## config.mk

```make
export PLATFORM = sky130hd
export DESIGN_NAME = tpcr_top
export DESIGN_NICKNAME = d
export VERILOG_FILES = /design/src/hdl/tpcr_top.v
export VERILOG_INCLUDE_DIRS = /design/src /design/src/shared
export SDC_FILE = /design/constraint.sdc
export NUM_CORES = 1
export LEC_CHECK = 0
export BUFFER_PORTS_ARGS = -buffer_cell sky130_fd_sc_hd__buf_2
export CORE_ASPECT_RATIO = 1.4
export CORE_MARGIN = 10
export CORE_UTILIZATION = 35
export CTS_CLUSTER_DIAMETER = 80
export DETAILED_ROUTE_END_ITERATION = 8
export PLACE_DENSITY_LB_ADDON = 0.05
export SETUP_SLACK_MARGIN = 0.3
export SYNTH_ARGS = -nofsm -noshare
export SYNTH_HDL_FRONTEND = slang
export SYNTH_SLANG_ARGS = --single-unit
```

## constraint.sdc

```tcl
create_clock -name aclk -period 2.4 [get_ports aclk]
set_input_delay 0.48 -clock aclk [delete_from_list [all_inputs] [get_ports aclk]]
set_output_delay 0.48 -clock aclk [all_outputs]
set_load 0.005 [all_outputs]
```

## src/shared/tpcr_defs.vh

```
// What this block does
// - local limit enable set applies local over-temperature limit and drives the pin.
// - remote two limit enable set applies its limit and drives the pin.
// - offset-64 mode: a limit of minus 64 degrees disables that channel.
// - twos complement mode: a limit of minus 128 degrees disables that channel.
// - two-bit field picks shared pin role: tacho, over-temp, alert, gpio.
// - global off bit kills the whole over-temperature feature.
// - over-temperature sends fans to full speed, or to programmed maximum when set.
// - bypass bit switches the cpu supply channel to its unattenuated scale.
// - lock bit makes both configuration registers read-only.
// - both configuration and both test registers reset to zero.
// - remote one limit enable set applies its limit and drives the pin.
// - format bit picks twos complement or offset-64 temperature coding.
/*
  constants of the thermal pin configuration register bank.
  assumes byte address = 4 * register index on a 32-bit axi4-lite bus.
*/
`ifndef TPCR_DEFS_VH
`define TPCR_DEFS_VH
`define TPCR_IDX_CFG_B 7'h7c
`define TPCR_IDX_CFG_A 7'h7d
`define TPCR_IDX_TEST1 7'h7e
`define TPCR_IDX_TEST2 7'h7f
`define TPCR_IDX_LOCK 7'h00
`define TPCR_IDX_LIM_LOC 7'h01
`define TPCR_IDX_LIM_R1 7'h02
`define TPCR_IDX_LIM_R2 7'h03
`define TPCR_IDX_STATUS 7'h04
`define TPCR_IDX_MASK 7'h05
`define TPCR_IDX_LIVE 7'h06
`define TPCR_CFG_RST 8'h00
`define TPCR_TEST_RST 8'h00
`define TPCR_LIM_RST 8'h7f
`define TPCR_CFG_B_MASK 8'hef
`define TPCR_CFG_A_MASK 8'h4f
`define TPCR_B_FMT 0
`define TPCR_B_R1 5
`define TPCR_B_LOC 6
`define TPCR_B_R2 7
`define TPCR_A_OFF 2
`define TPCR_A_SPD 3
`define TPCR_A_BYP 6
`define TPCR_PIN_TACHO 2'b00
`define TPCR_PIN_OVERTEMP 2'b01
`define TPCR_PIN_ALERT 2'b10
`define TPCR_PIN_GPIO 2'b11
`define TPCR_OFF64_DIS 8'h00
`define TPCR_TWOS_DIS 8'h80
`define TPCR_RESP_OKAY 2'b00
`define TPCR_RESP_SLVERR 2'b10
`endif

```

## src/hdl/tpcr_top.v

```verilog
/*
  thermal pin configuration register bank with axi4-lite slave,
  over-temperature comparison, pin drive and sticky interrupt status.
  assumes temperatures arrive synchronous to aclk from the measurement engines.
*/
// Our own choice: the AXI4-Lite interface to the registers.
`timescale 1ns/1ps
`include "tpcr_defs.vh"
module tpcr_top
(
  input wire aclk,
  input wire aresetn,
  input wire [8:0] s_axi_awaddr,
  input wire s_axi_awvalid,
  output reg s_axi_awready,
  input wire [31:0] s_axi_wdata,
  input wire [3:0] s_axi_wstrb,
  input wire s_axi_wvalid,
  output reg s_axi_wready,
  output reg [1:0] s_axi_bresp,
  output reg s_axi_bvalid,
  input wire s_axi_bready,
  input wire [8:0] s_axi_araddr,
  input wire s_axi_arvalid,
  output reg s_axi_arready,
  output reg [31:0] s_axi_rdata,
  output reg [1:0] s_axi_rresp,
  output reg s_axi_rvalid,
  input wire s_axi_rready,
  input wire [7:0] local_temp,
  input wire [7:0] remote_one_temp,
  input wire [7:0] remote_two_temp,
  input wire overtemp_pin_in,
  output reg overtemp_pin_out,
  output reg overtemp_pin_oe_n,
  output reg [1:0] shared_pin_select,
  output reg temp_format_select,
  output reg fan_full_speed,
  output reg fan_max_speed,
  output reg cpu_supply_attenuator_bypass,
  output reg irq
);

  reg [7:0] thermal_pin_config_b;
  reg [7:0] pin_function_config_a;
  reg config_lock;
  reg [7:0] lim_loc;
  reg [7:0] lim_r1;
  reg [7:0] lim_r2;
  reg [3:0] irq_status;
  reg [3:0] irq_mask;
  reg [6:0] aw_idx;
  reg aw_full;
  reg [7:0] w_byte;
  reg w_lane0;
  reg w_full;
  reg [2:0] over_q;
  reg ext_q;
  reg [1:0] next_rresp;
  reg [31:0] next_rdata;

  wire [6:0] ar_idx = s_axi_araddr[8:2];
  wire twos = thermal_pin_config_b[`TPCR_B_FMT];
  wire global_off = pin_function_config_a[`TPCR_A_OFF];
  wire pin_is_ot = (pin_function_config_a[1:0] == `TPCR_PIN_OVERTEMP);
  wire do_write = aw_full && w_full && !s_axi_bvalid;
  wire wr_hit = do_write && w_lane0;

  // format-aware comparison of temperature against limit
  function above;
    input [7:0] t;
    input [7:0] lim;
    input tc;
    begin
      if (tc)
        above = ($signed(t) > $signed(lim));
      else
        above = (t > lim);
    end
  endfunction

  // limit at the coding's floor switches the channel off
  function lim_off;
    input [7:0] lim;
    input tc;
    begin
      lim_off = tc ? (lim == `TPCR_TWOS_DIS) : (lim == `TPCR_OFF64_DIS);
    end
  endfunction

  function known_idx;
    input [6:0] idx;
    begin
      case (idx)
        `TPCR_IDX_CFG_B, `TPCR_IDX_CFG_A, `TPCR_IDX_TEST1, `TPCR_IDX_TEST2,
        `TPCR_IDX_LOCK, `TPCR_IDX_LIM_LOC, `TPCR_IDX_LIM_R1, `TPCR_IDX_LIM_R2,
        `TPCR_IDX_STATUS, `TPCR_IDX_MASK, `TPCR_IDX_LIVE:
          known_idx = 1'b1;
        default:
          known_idx = 1'b0;
      endcase
    end
  endfunction

  // per-channel over-temperature condition
  wire ch_loc = thermal_pin_config_b[`TPCR_B_LOC] && !lim_off(lim_loc, twos)
    && above(local_temp, lim_loc, twos);
  wire ch_r1 = thermal_pin_config_b[`TPCR_B_R1] && !lim_off(lim_r1, twos)
    && above(remote_one_temp, lim_r1, twos);
  wire ch_r2 = thermal_pin_config_b[`TPCR_B_R2] && !lim_off(lim_r2, twos)
    && above(remote_two_temp, lim_r2, twos);
  wire [2:0] over_now = global_off ? 3'b000 : {ch_r2, ch_r1, ch_loc};
  wire over_any = |over_now;
  wire drive_pin = over_any && pin_is_ot;
  // external party pulling the pin low while we are not driving it
  wire ext_now = pin_is_ot && !global_off && !overtemp_pin_in && overtemp_pin_oe_n;
  wire [3:0] events = {ext_now && !ext_q, over_now & ~over_q};

  // write address and data channels, taken in either order
  always @(posedge aclk)
  begin
    if (!aresetn)
    begin
      s_axi_awready <= 1'b1;
      s_axi_wready <= 1'b1;
      s_axi_bvalid <= 1'b0;
      s_axi_bresp <= `TPCR_RESP_OKAY;
      aw_full <= 1'b0;
      w_full <= 1'b0;
      aw_idx <= 7'h00;
      w_byte <= 8'h00;
      w_lane0 <= 1'b0;
    end
    else
    begin
      if (s_axi_awvalid && s_axi_awready)
      begin
        aw_idx <= s_axi_awaddr[8:2];
        aw_full <= 1'b1;
        s_axi_awready <= 1'b0;
      end
      if (s_axi_wvalid && s_axi_wready)
      begin
        w_byte <= s_axi_wdata[7:0];
        w_lane0 <= s_axi_wstrb[0];
        w_full <= 1'b1;
        s_axi_wready <= 1'b0;
      end
      if (do_write)
      begin
        aw_full <= 1'b0;
        w_full <= 1'b0;
        s_axi_bvalid <= 1'b1;
        s_axi_bresp <= known_idx(aw_idx) ? `TPCR_RESP_OKAY : `TPCR_RESP_SLVERR;
      end
      if (s_axi_bvalid && s_axi_bready)
      begin
        s_axi_bvalid <= 1'b0;
        s_axi_awready <= 1'b1;
        s_axi_wready <= 1'b1;
      end
    end
  end

  // register file writes
  always @(posedge aclk)
  begin
    if (!aresetn)
    begin
      thermal_pin_config_b <= `TPCR_CFG_RST;
      pin_function_config_a <= `TPCR_CFG_RST;
      config_lock <= 1'b0;
      lim_loc <= `TPCR_LIM_RST;
      lim_r1 <= `TPCR_LIM_RST;
      lim_r2 <= `TPCR_LIM_RST;
      irq_mask <= 4'h0;
    end
    else if (wr_hit)
    begin
      case (aw_idx)
        `TPCR_IDX_CFG_B:
          if (!config_lock)
            thermal_pin_config_b <= w_byte & `TPCR_CFG_B_MASK;
        `TPCR_IDX_CFG_A:
          if (!config_lock)
            pin_function_config_a <= w_byte & `TPCR_CFG_A_MASK;
        `TPCR_IDX_LOCK:
          config_lock <= config_lock | w_byte[0];
        `TPCR_IDX_LIM_LOC:
          lim_loc <= w_byte;
        `TPCR_IDX_LIM_R1:
          lim_r1 <= w_byte;
        `TPCR_IDX_LIM_R2:
          lim_r2 <= w_byte;
        `TPCR_IDX_MASK:
          irq_mask <= w_byte[3:0];
        default:
          irq_mask <= irq_mask; // test registers and unmapped: no store
      endcase
    end
  end

  // sticky status: an event in the clearing cycle survives
  always @(posedge aclk)
  begin
    if (!aresetn)
    begin
      irq_status <= 4'h0;
      over_q <= 3'b000;
      ext_q <= 1'b0;
      irq <= 1'b0;
    end
    else
    begin
      over_q <= over_now;
      ext_q <= ext_now;
      if (wr_hit && aw_idx == `TPCR_IDX_STATUS)
        irq_status <= (irq_status & ~w_byte[3:0]) | events;
      else
        irq_status <= irq_status | events;
      irq <= |(irq_status & irq_mask);
    end
  end

  // read data mux
  always @*
  begin
    next_rdata = 32'h0000_0000;
    next_rresp = `TPCR_RESP_OKAY;
    case (ar_idx)
      `TPCR_IDX_CFG_B:
        next_rdata[7:0] = thermal_pin_config_b;
      `TPCR_IDX_CFG_A:
        next_rdata[7:0] = pin_function_config_a;
      `TPCR_IDX_TEST1:
        next_rdata[7:0] = `TPCR_TEST_RST;
      `TPCR_IDX_TEST2:
        next_rdata[7:0] = `TPCR_TEST_RST;
      `TPCR_IDX_LOCK:
        next_rdata[0] = config_lock;
      `TPCR_IDX_LIM_LOC:
        next_rdata[7:0] = lim_loc;
      `TPCR_IDX_LIM_R1:
        next_rdata[7:0] = lim_r1;
      `TPCR_IDX_LIM_R2:
        next_rdata[7:0] = lim_r2;
      `TPCR_IDX_STATUS:
        next_rdata[3:0] = irq_status;
      `TPCR_IDX_MASK:
        next_rdata[3:0] = irq_mask;
      `TPCR_IDX_LIVE:
        next_rdata[4:0] = {!overtemp_pin_in, 1'b0, over_now};
      default:
        next_rresp = `TPCR_RESP_SLVERR;
    endcase
  end

  // read channel
  always @(posedge aclk)
  begin
    if (!aresetn)
    begin
      s_axi_arready <= 1'b1;
      s_axi_rvalid <= 1'b0;
      s_axi_rdata <= 32'h0000_0000;
      s_axi_rresp <= `TPCR_RESP_OKAY;
    end
    else
    begin
      if (s_axi_arvalid && s_axi_arready)
      begin
        s_axi_arready <= 1'b0;
        s_axi_rvalid <= 1'b1;
        s_axi_rdata <= next_rdata;
        s_axi_rresp <= next_rresp;
      end
      else if (s_axi_rvalid && s_axi_rready)
      begin
        s_axi_rvalid <= 1'b0;
        s_axi_arready <= 1'b1;
      end
    end
  end

  // pin drive and fan/config outputs
  always @(posedge aclk)
  begin
    if (!aresetn)
    begin
      overtemp_pin_out <= 1'b1;
      overtemp_pin_oe_n <= 1'b1;
      shared_pin_select <= `TPCR_PIN_TACHO;
      temp_format_select <= 1'b0;
      fan_full_speed <= 1'b0;
      fan_max_speed <= 1'b0;
      cpu_supply_attenuator_bypass <= 1'b0;
    end
    else
    begin
      overtemp_pin_out <= !drive_pin;
      overtemp_pin_oe_n <= !drive_pin;
      shared_pin_select <= pin_function_config_a[1:0];
      temp_format_select <= twos;
      fan_full_speed <= over_any && !pin_function_config_a[`TPCR_A_SPD];
      fan_max_speed <= over_any && pin_function_config_a[`TPCR_A_SPD];
      cpu_supply_attenuator_bypass <= pin_function_config_a[`TPCR_A_BYP];
    end
  end

endmodule

```

Yosys cells after proc, flatten, opt, wreduce, memory -nomap -nowiden:

Cells that the tools add are included.
Widths: inputs -> output; s select.

* $lt $le $gt $ge: 6
* equality and inequality tests: 24
* muxes and demuxes: 21
* bitwise operators: 10
* reductions and logical operators: 50

Operators by type and width (count)
* $eq 7x7->1 const B: 8
* $gt 8x8->1: 6
* $eq 7x3->1 const B: 6
* $eq 7x2->1 const B: 4
* $eq 8x8->1 const B: 3
* $logic_not 8->1: 3
* $pmux 3 s8: 1
* $logic_and 1x1->1: 22
* $reduce_or 11->1: 2
* $pmux 3 s5: 1
* $eq 7x1->1 const B: 2
* $logic_not 7->1: 2
* $mux 1: 13
* $reduce_and 2->1: 5
* $logic_not 1->1: 9
* $pmux 1 s9: 1
* $and 4x4->4: 2
* $or 4x4->4: 2
* $reduce_and 3->1: 2
* $mux 2: 2
* $mux 4: 1
* $not 4->4: 1
* $pmux 1 s4: 1
* $reduce_or 2->1: 2
* 9 further kinds: 10

* register bits: 92
* output and inout bits: 50
* logic and storage cells: 141

Depth between registers and ports, before layout:

Gate-level depths: netlist of the first run.

* word-level depth: 9
* depth in mapped cells: 8
* mapped depth without buffers: 8

Worst setup path after synthesis of the first run:

OpenSTA, ideal clock, no wires.

* kind: input -> register
* start: in remote_two_temp[5]
* end: reg fan_full_speed
* arrival: 1809 ps
* required time: 2269 ps
* setup slack: 460 ps
* stages: 7
* path buffers: 0
* path through: ha_1 > a21o_1 > a21oi_1 > a21oi_1 > o31ai_1 > o311a_1 > nor3_1

* word-level cells in the longest chain between the ends: 6
* elaborated cells on any way between the ends: 7
* classes of those cells: order compare (2); mux (2); reduce/logical (3)

Ends and longest elaborated chain
* start, declared: RTL line tpcr_top.v:32 `input wire [7:0] remote_two_temp,`
* $gt 8x8->1, on equally long branches: RTL line tpcr_top.v:78, tpcr_top.v:76
* $mux 1 *: RTL line tpcr_top.v:75 `if (tc)`
* $logic_and 1x1->1 *: RTL line tpcr_top.v:110 `` wire ch_r2 = thermal_pin_config_b[`TPCR_B_R2] && !lim_off(lim_r2, twos) ``
* $mux 3 *: RTL line tpcr_top.v:112 `wire [2:0] over_now = global_off ? 3'b000 : {ch_r2, ch_r1, ch_loc};`
* $reduce_or 3->1 *: RTL line tpcr_top.v:113 `wire over_any = |over_now;`
* $logic_and 1x1->1 *: RTL line tpcr_top.v:304 `` fan_full_speed <= over_any && !pin_function_config_a[`TPCR_A_SPD]; ``
* end signal, assigned: RTL line tpcr_top.v:304
* end, declared: RTL line tpcr_top.v:38 `output reg fan_full_speed,`

Every way passes the cells marked *; elsewhere a longest branch is shown, timed or not.
A chain may end at the register's enable or synchronous reset.

Worst setup path after layout of the first run:

* start: reg lim_loc[3]
* end: reg irq_status[0]

* word-level cells in the longest chain between the ends: 9
* elaborated cells on any way between the ends: 14
* classes of those cells: order compare (2); eq/ne (1); mux (4); bitwise (3); reduce/logical (4)

Ends and longest elaborated chain
* start, declared: RTL line tpcr_top.v:47 `reg [7:0] lim_loc;`
* start signal, assigned: RTL line tpcr_top.v:173 `` lim_loc <= `TPCR_LIM_RST; ``
* start signal, assigned: RTL line tpcr_top.v:190 `lim_loc <= w_byte;`
* parallel branches: the longest is 4 deep, another holds $gt 8x8->1
* $logic_and 1x1->1 *: RTL line tpcr_top.v:106 `` wire ch_loc = thermal_pin_config_b[`TPCR_B_LOC] && !lim_off(lim_loc, twos) ``
* $mux 3 *: RTL line tpcr_top.v:112
* $and 3x3->3 *: RTL line tpcr_top.v:117 `wire [3:0] events = {ext_now && !ext_q, over_now & ~over_q};`
* $or 4x4->4, on equally long branches: RTL line tpcr_top.v:220, tpcr_top.v:218
* $mux 4 *: RTL line tpcr_top.v:217 `` if (wr_hit && aw_idx == `TPCR_IDX_STATUS) ``
* end signal, assigned: RTL line tpcr_top.v:218 `irq_status <= (irq_status & ~w_byte[3:0]) | events;`
* end signal, assigned: RTL line tpcr_top.v:220 `irq_status <= irq_status | events;`
* end, declared: RTL line tpcr_top.v:50 `reg [3:0] irq_status;`

Mark *: on every way between the ends.

==> impl_metrics.json, run 1 <==
{
  "status": "finished clean",
  "die_area_sq_um": 18700,
  "hold_violations": 0,
  "fin_nets": 735,
  "reg2reg_depth": 8,
  "finalSetupViolations": 0,
  "ys.flop_type": "dfxtp_1",
  "r2r_start": "lim_loc[3]",
  "grt_pass1_wl_um": 22400,
  "antenna_found_initial": 0,
  "grt_overflow_total": 0,
  "crit_fanout": 4,
  "yosysWarnings": 0,
  "cts_made_buffers": 9,
  "vias": 4099,
  "async_flop_share_pct": 0,
  "first_global_vias": 4295,
  "routedWlPerCell_um": 17.4,
  "crit_start": "lim_loc[3]",
  "cp.required_ps": 2680,
  "tns_ps": 0,
  "die_h_um": 158,
  "dpl-instance-area_sq_um": 5210,
  "rsz0062_at_grt": "false",
  "track_usage_pct": 15.1,
  "htree_num_levels": 3,
  "root_buffer": "clkbuf_16",
  "clock_latency_ps": 340,
  "syn_area_sq_um": 4750,
  "wl_um": 14100,
  "synth-seq-area-share_pct": 37.9,
  "synth-seq-cells": 90,
  "peakVddDrop_mv": 0.377,
  "synthCells": 547,
  "finalMaxSlewViolations": 0,
  "post-synth-top-count-cell": "dfxtp_1",
  "pin_count": 136,
  "relSlewSlack_pct": 54.6,
  "critPathCaptureType": "register",
  "start_util_pct": 35.6,
  "hp-class": "in2reg",
  "yosys-top-cells-count": "dfxtp_1, nand2_1, nor2_1",
  "coreArea_sq_um": 13300,
  "rows": 50,
  "drc": 0,
  "diodes": 0,
  "area.growth.synth_to_final_pct": 19.8,
  "final_cell_area_sq_um": 5690,
  "portBuffers": 78,
  "grt_max_degree": 33,
  "r2r_slack_ps": 360,
  "ctsLongestPathBuffers": 2,
  "r2r_end": "irq_status[0]",
  "cts_tree": "built",
  "synth_edf_count": 0,
  "synth.top_cell.area_share_pct": 37.9,
  "synth_area_leaders": "dfxtp_1, mux2i_1, ha_1",
  "drtIter0Drc": 168,
  "synth.avg_cell_area_sq_um": 8.68,
  "cp-endpoint": "irq_status[0]",
  "crit_type": "reg2reg",
  "post-route-util_pct": 42.7,
  "die_w_um": 118,
  "fin_worst_skew_ps": 7.31,
  "min_period_ps": 2040,
  "antenna_left": 0,
  "power_leakage_nw": 2.55,
  "fin_crit_sh_pct": 85.2,
  "synthDistinctLibCells": 65,
  "timing.max_cap.violations": 0,
  "dr.pass1.iters": 4,
  "gp_congestion": 0.829,
  "cp_data_arrival_time_ps": 2320,
  "viasPerCell": 5.05,
  "hpwl_um": 11000,
  "cts.sinks": 90,
  "worst_pin_slew_ps": 680,
  "fmax_ghz": 0.489,
  "ctsHoldBuffers": 0,
  "startpoint_type": "register",
  "pre_cts_slack_ps": 122,
  "yosysTopAreaCell": "dfxtp_1",
  "clkTransAtPathRegs_ps": 70,
  "power_density_nw_per_um2": 598,
  "worst_slack_ps": 355,
  "layout-drive-gt1-share_pct": 26.0
}
worst max-delay path, stage by stage (launching register included):
cell and delay, ps:
dfxtp_4 360, inv_2 50, ha_4 270, nand2_2 50, o21bai_4 170, a211oi_4 280
a2111oi_4 80, or4_1 590, a21oi_2 130
metrics by stage:
| step | instances | hold WS [ps] | power, mW |
|---|---|---|---|
| 2_1_floorplan | 572 | 423 | 1.79 |
| 3_3_place_gp | 791 | 452 | 1.88 |
| 3_5_place_dp | 791 | 456 | 1.88 |
| 4_1_cts | 808 | 348 | 3.44 |
| 5_1_grt | 812 | 368 | 3.54 |
| 6_report | 812 | 353 | 3.40 |
cells by family (layout without fill, tap and decap cells):
group                    count (synthesis)  count (layout)  share of synthesized area, %
AND/OR/NAND/NOR                        198             198                          21.2
AO/OA/AOI/OAI                          111             111                          16.7
flip-flops                              90              90                          37.9
buffers and inverters                   89             147                          10.4
multiplexers                            32              32                          7.01
adder cells (fa/ha/maj)                 24              24                          6.32
XOR/XNOR                                 2               2                         0.369
other                                    1              26                        0.0790
metal layers:
| metal | share of wire, % | vias to the layer above | track usage, % |
|---|---|---|---|
| met2 | 53 | 108 | 28.1 |
| met4 | 2.0 | 0 | 5.42 |
| met1 | 40 | 1933 | 16.4 |
| met5 | 0 | - | 0 |
| met3 | 4.7 | 20 | 3.21 |
| li1 | - | 2038 | - |
state kept, by name, indices dropped and copies added, names as in the netlist, 5 cells and up:
name / count
aw_idx: 7
lim_loc: 8
lim_r1: 8
lim_r2: 8
pin_function_config_a: 5
s_axi_rdata: 8
thermal_pin_config_b: 7
w_byte: 8
cell type report:
cell class | count | area, sq um
fill | 1372 | 7630
multi-input combinational | 393 | 2650
sequential | 90 | 1820
timing repair buffer | 99 | 548
clock buffer | 10 | 239
tap | 182 | 228
inverter | 32 | 120
clock inverter | 6 | 88.8
where the power goes:
group	switching (mW)	total, mW	internal [mW]
combinational	0.169	0.288	0.119
sequential	0.0451	1.57	1.52
clock	0.605	1.55	0.943
total	0.820	3.40	2.58
timing repair:
item	in CTS	in global routing
setup buffers	1	4
resized for setup	5	24
hold endpoints to repair	0	0
endpoints found under the setup margin	6	7
pin swaps	2	5
cell usage in the layout, fill, tap and decap left out, types with 6 or more instances in the layout:
master and instances:
dfxtp_1 82, buf_2 78, nand2_1 68, nor2_1 44, a21oi_1 36, mux2i_1 31, inv_1 28, conb_1 26
ha_1 22, buf_4 21, nand3_1 16, o211ai_1 14, nor3_1 12, nor2b_1 9, o21ai_0 9, clkbuf_16 9
o211ai_2 8, and2_1 7, a31oi_1 6, and3_1 6
how the worst min path moves through the flow:
stage | cells past startpoint | startpoint | endpoint | slack, ps
after floorplan | 1 | pin_function_config_a[3] | fan_full_speed | 420
after global placement | 1 | pin_function_config_a[3] | fan_full_speed | 450
after detailed placement | 1 | pin_function_config_a[3] | fan_full_speed | 460
after CTS | 2 | s_axi_wvalid | s_axi_wready | 350
after global routing | 2 | s_axi_wvalid | s_axi_wready | 370
final | 2 | s_axi_wvalid | s_axi_wready | 350
Power figures use the tool's default switching activity.
==> run 2, diff against run 1 <==
- CORE_ASPECT_RATIO: 1.4 -> 0.75
==> run 2 against run 1 <==
Critical path depth rose by 1. Total power decreased by 1.2%. Count of clock-buffer cells in the layout down 1. Sequential cell count unchanged. Via count fell by 0.59%. Global-route usage increased by 0.21 points. Combinational power down 3%. Critical path type unchanged. Largest cell class unchanged.
==> impl_metrics.json, run 2 (synthesized netlist as in run 1, its figures left out) <==
{
  "crit_type": "reg2reg",
  "rsz0062_at_grt": "false",
  "grt_pass1_wl_um": 22600,
  "startpoint_type": "register",
  "rows": 36,
  "fin_crit_sh_pct": 82.2,
  "fin_nets": 729,
  "dr.pass1.iters": 5,
  "power_density_nw_per_um2": 606,
  "first_global_vias": 4072,
  "tns_ps": 0,
  "drtIter0Drc": 280,
  "wl_met1_um": 7220,
  "finalMaxSlewViolations": 0,
  "pre_cts_slack_ps": 138,
  "coreArea_sq_um": 13200,
  "worst_slack_ps": 427,
  "pwr-share-comb_pct": 8.3,
  "wl_met2_um": 6210,
  "peakVddDrop_mv": 0.294,
  "cts_tree": "built",
  "pin_count": 136,
  "htree_num_levels": 3,
  "viasPerCell": 5.13,
  "drc": 0,
  "die_h_um": 121,
  "wl_um": 14400,
  "highest_layer": "met4",
  "dr_wl_met3_um": 884,
  "start_util_pct": 36.1,
  "r2r_slack_ps": 430,
  "grt_overflow_total": 0,
  "hold_violations": 0,
  "hp-class": "in2reg",
  "crit_family": "compound AO/OA/AOI/OAI gates",
  "gp_congestion": 0.870,
  "root_buffer": "clkbuf_16",
  "status": "finished clean",
  "portBuffers": 78,
  "vias": 4075,
  "cp_data_arrival_time_ps": 2210,
  "seqPwrFrac_pct": 46.8,
  "finalSetupViolations": 0,
  "slowest_stage": "dfxtp_1",
  "total_power_mw": 3.36,
  "min-delay-start": "s_axi_wvalid",
  "r2r_start": "lim_r1[1]",
  "crit_start": "lim_r1[1]",
  "hpwl_um": 11100,
  "min_period_ps": 1970,
  "cp.required_ps": 2640,
  "critPathCaptureType": "register",
  "ctsHoldBuffers": 0,
  "die_w_um": 155,
  "post-route-util_pct": 42.2,
  "cts_made_buffers": 9,
  "layout-drive-gt1-share_pct": 23.4,
  "fmax_ghz": 0.507,
  "sw_frac_of_total_pct": 26.4,
  "intPower_mw": 2.48,
  "track_usage_pct": 15.3,
  "clock_latency_ps": 350,
  "fin_worst_skew_ps": 11.1,
  "area.growth.synth_to_final_pct": 16.9,
  "p_switching_mw": 0.888,
  "crit_fanout": 4,
  "relSlewSlack_pct": 53.6,
  "die_area_sq_um": 18700,
  "antenna_found_initial": 0,
  "timing.max_cap.violations": 0,
  "worst_pin_slew_ps": 679,
  "ctsLongestPathBuffers": 2,
  "crit_chain": "inv_1 -> ha_1 -> nor2b_1 -> o211ai_1 -> a21oi_1 -> o31ai_1 -> buf_4 -> o221ai_1 -> and3_1",
  "path_buf_inv": 2,
  "antenna_left": 0,
  "final_common_cell": "dfxtp_1",
  "diodes": 0,
  "power_leakage_nw": 2.53,
  "p_clk_share_pct": 44.9,
  "mostFrequentLayoutCells": "dfxtp_1, buf_2, nand2_1, nor2_1, a21oi_1",
  "routedWlPerCell_um": 18.2,
  "grt_max_degree": 33,
  "max_stage_delay_ps": 390,
  "cts.sinks": 90,
  "clkTransAtPathRegs_ps": 70
}
[run 2: changes by cell type in the layout (fill, tap and decap cells not counted), moves of 2 or more]
cell | before | now
dfxtp_1 | 82 | 84
buf_4 | 21 | 15
inv_1 | 28 | 31
inv_2 | 4 | 1
inv_8 | 0 | 2
ha_4 | 2 | 0
ha_1 | 22 | 24
dfxtp_4 | 3 | 0
[run 2: area by class of cell]
type,instances,area [sq um]
Multi-Input combinational cell,393,2590
Inverter,32,120
Timing Repair Buffer,93,503
Clock inverter,7,93.8
Clock buffer,9,225
Fill cell,1342,7600
Tap cell,171,214
Sequential cell,90,1810
[run 2: worst paths after layout]
| path | end | cells past startpoint |
|---|---|---|
| hold reg to reg | fan_full_speed | 1 |
| setup / recovery | s_axi_rdata[1] | 9 |
| setup reg to reg | s_axi_rdata[1] | 9 |
| hold / removal | s_axi_wready | 2 |
[run 2: power by group through the flow]
stage / sequential [mW] / clock, mW / combinational, mW
CTS: 1.58 / 1.55 / 0.278
finish: 1.58 / 1.51 / 0.278
detailed placement: 1.61 / 0 / 0.275
global route: 1.58 / 1.61 / 0.312
floorplan: 1.58 / 0 / 0.207
global placement: 1.61 / 0 / 0.269
[run 2: per-stage QoR]
stage                     instances  instance area, sq um  hold WS (ps)
final                           795                  5550           343
after global routing            795                  5550           352
after CTS                       793                  5510           337
after detailed placement        777                  5170           449
after global placement          777                  5170           440
after floorplan                 572                  4840           423
[run 2: metal layers]
metal	global-route usage [%]	up-vias
li1	-	2018
met1	21.0	1930
met2	23.0	116
met3	4.29	11
met4	3.71	0
met5	0	-
[run 2: what timing repair did]
item	CTS	global route
buffers inserted	0	2
endpoints found under the setup margin	3	9
gates resized for setup	2	10
pin swaps	0	4
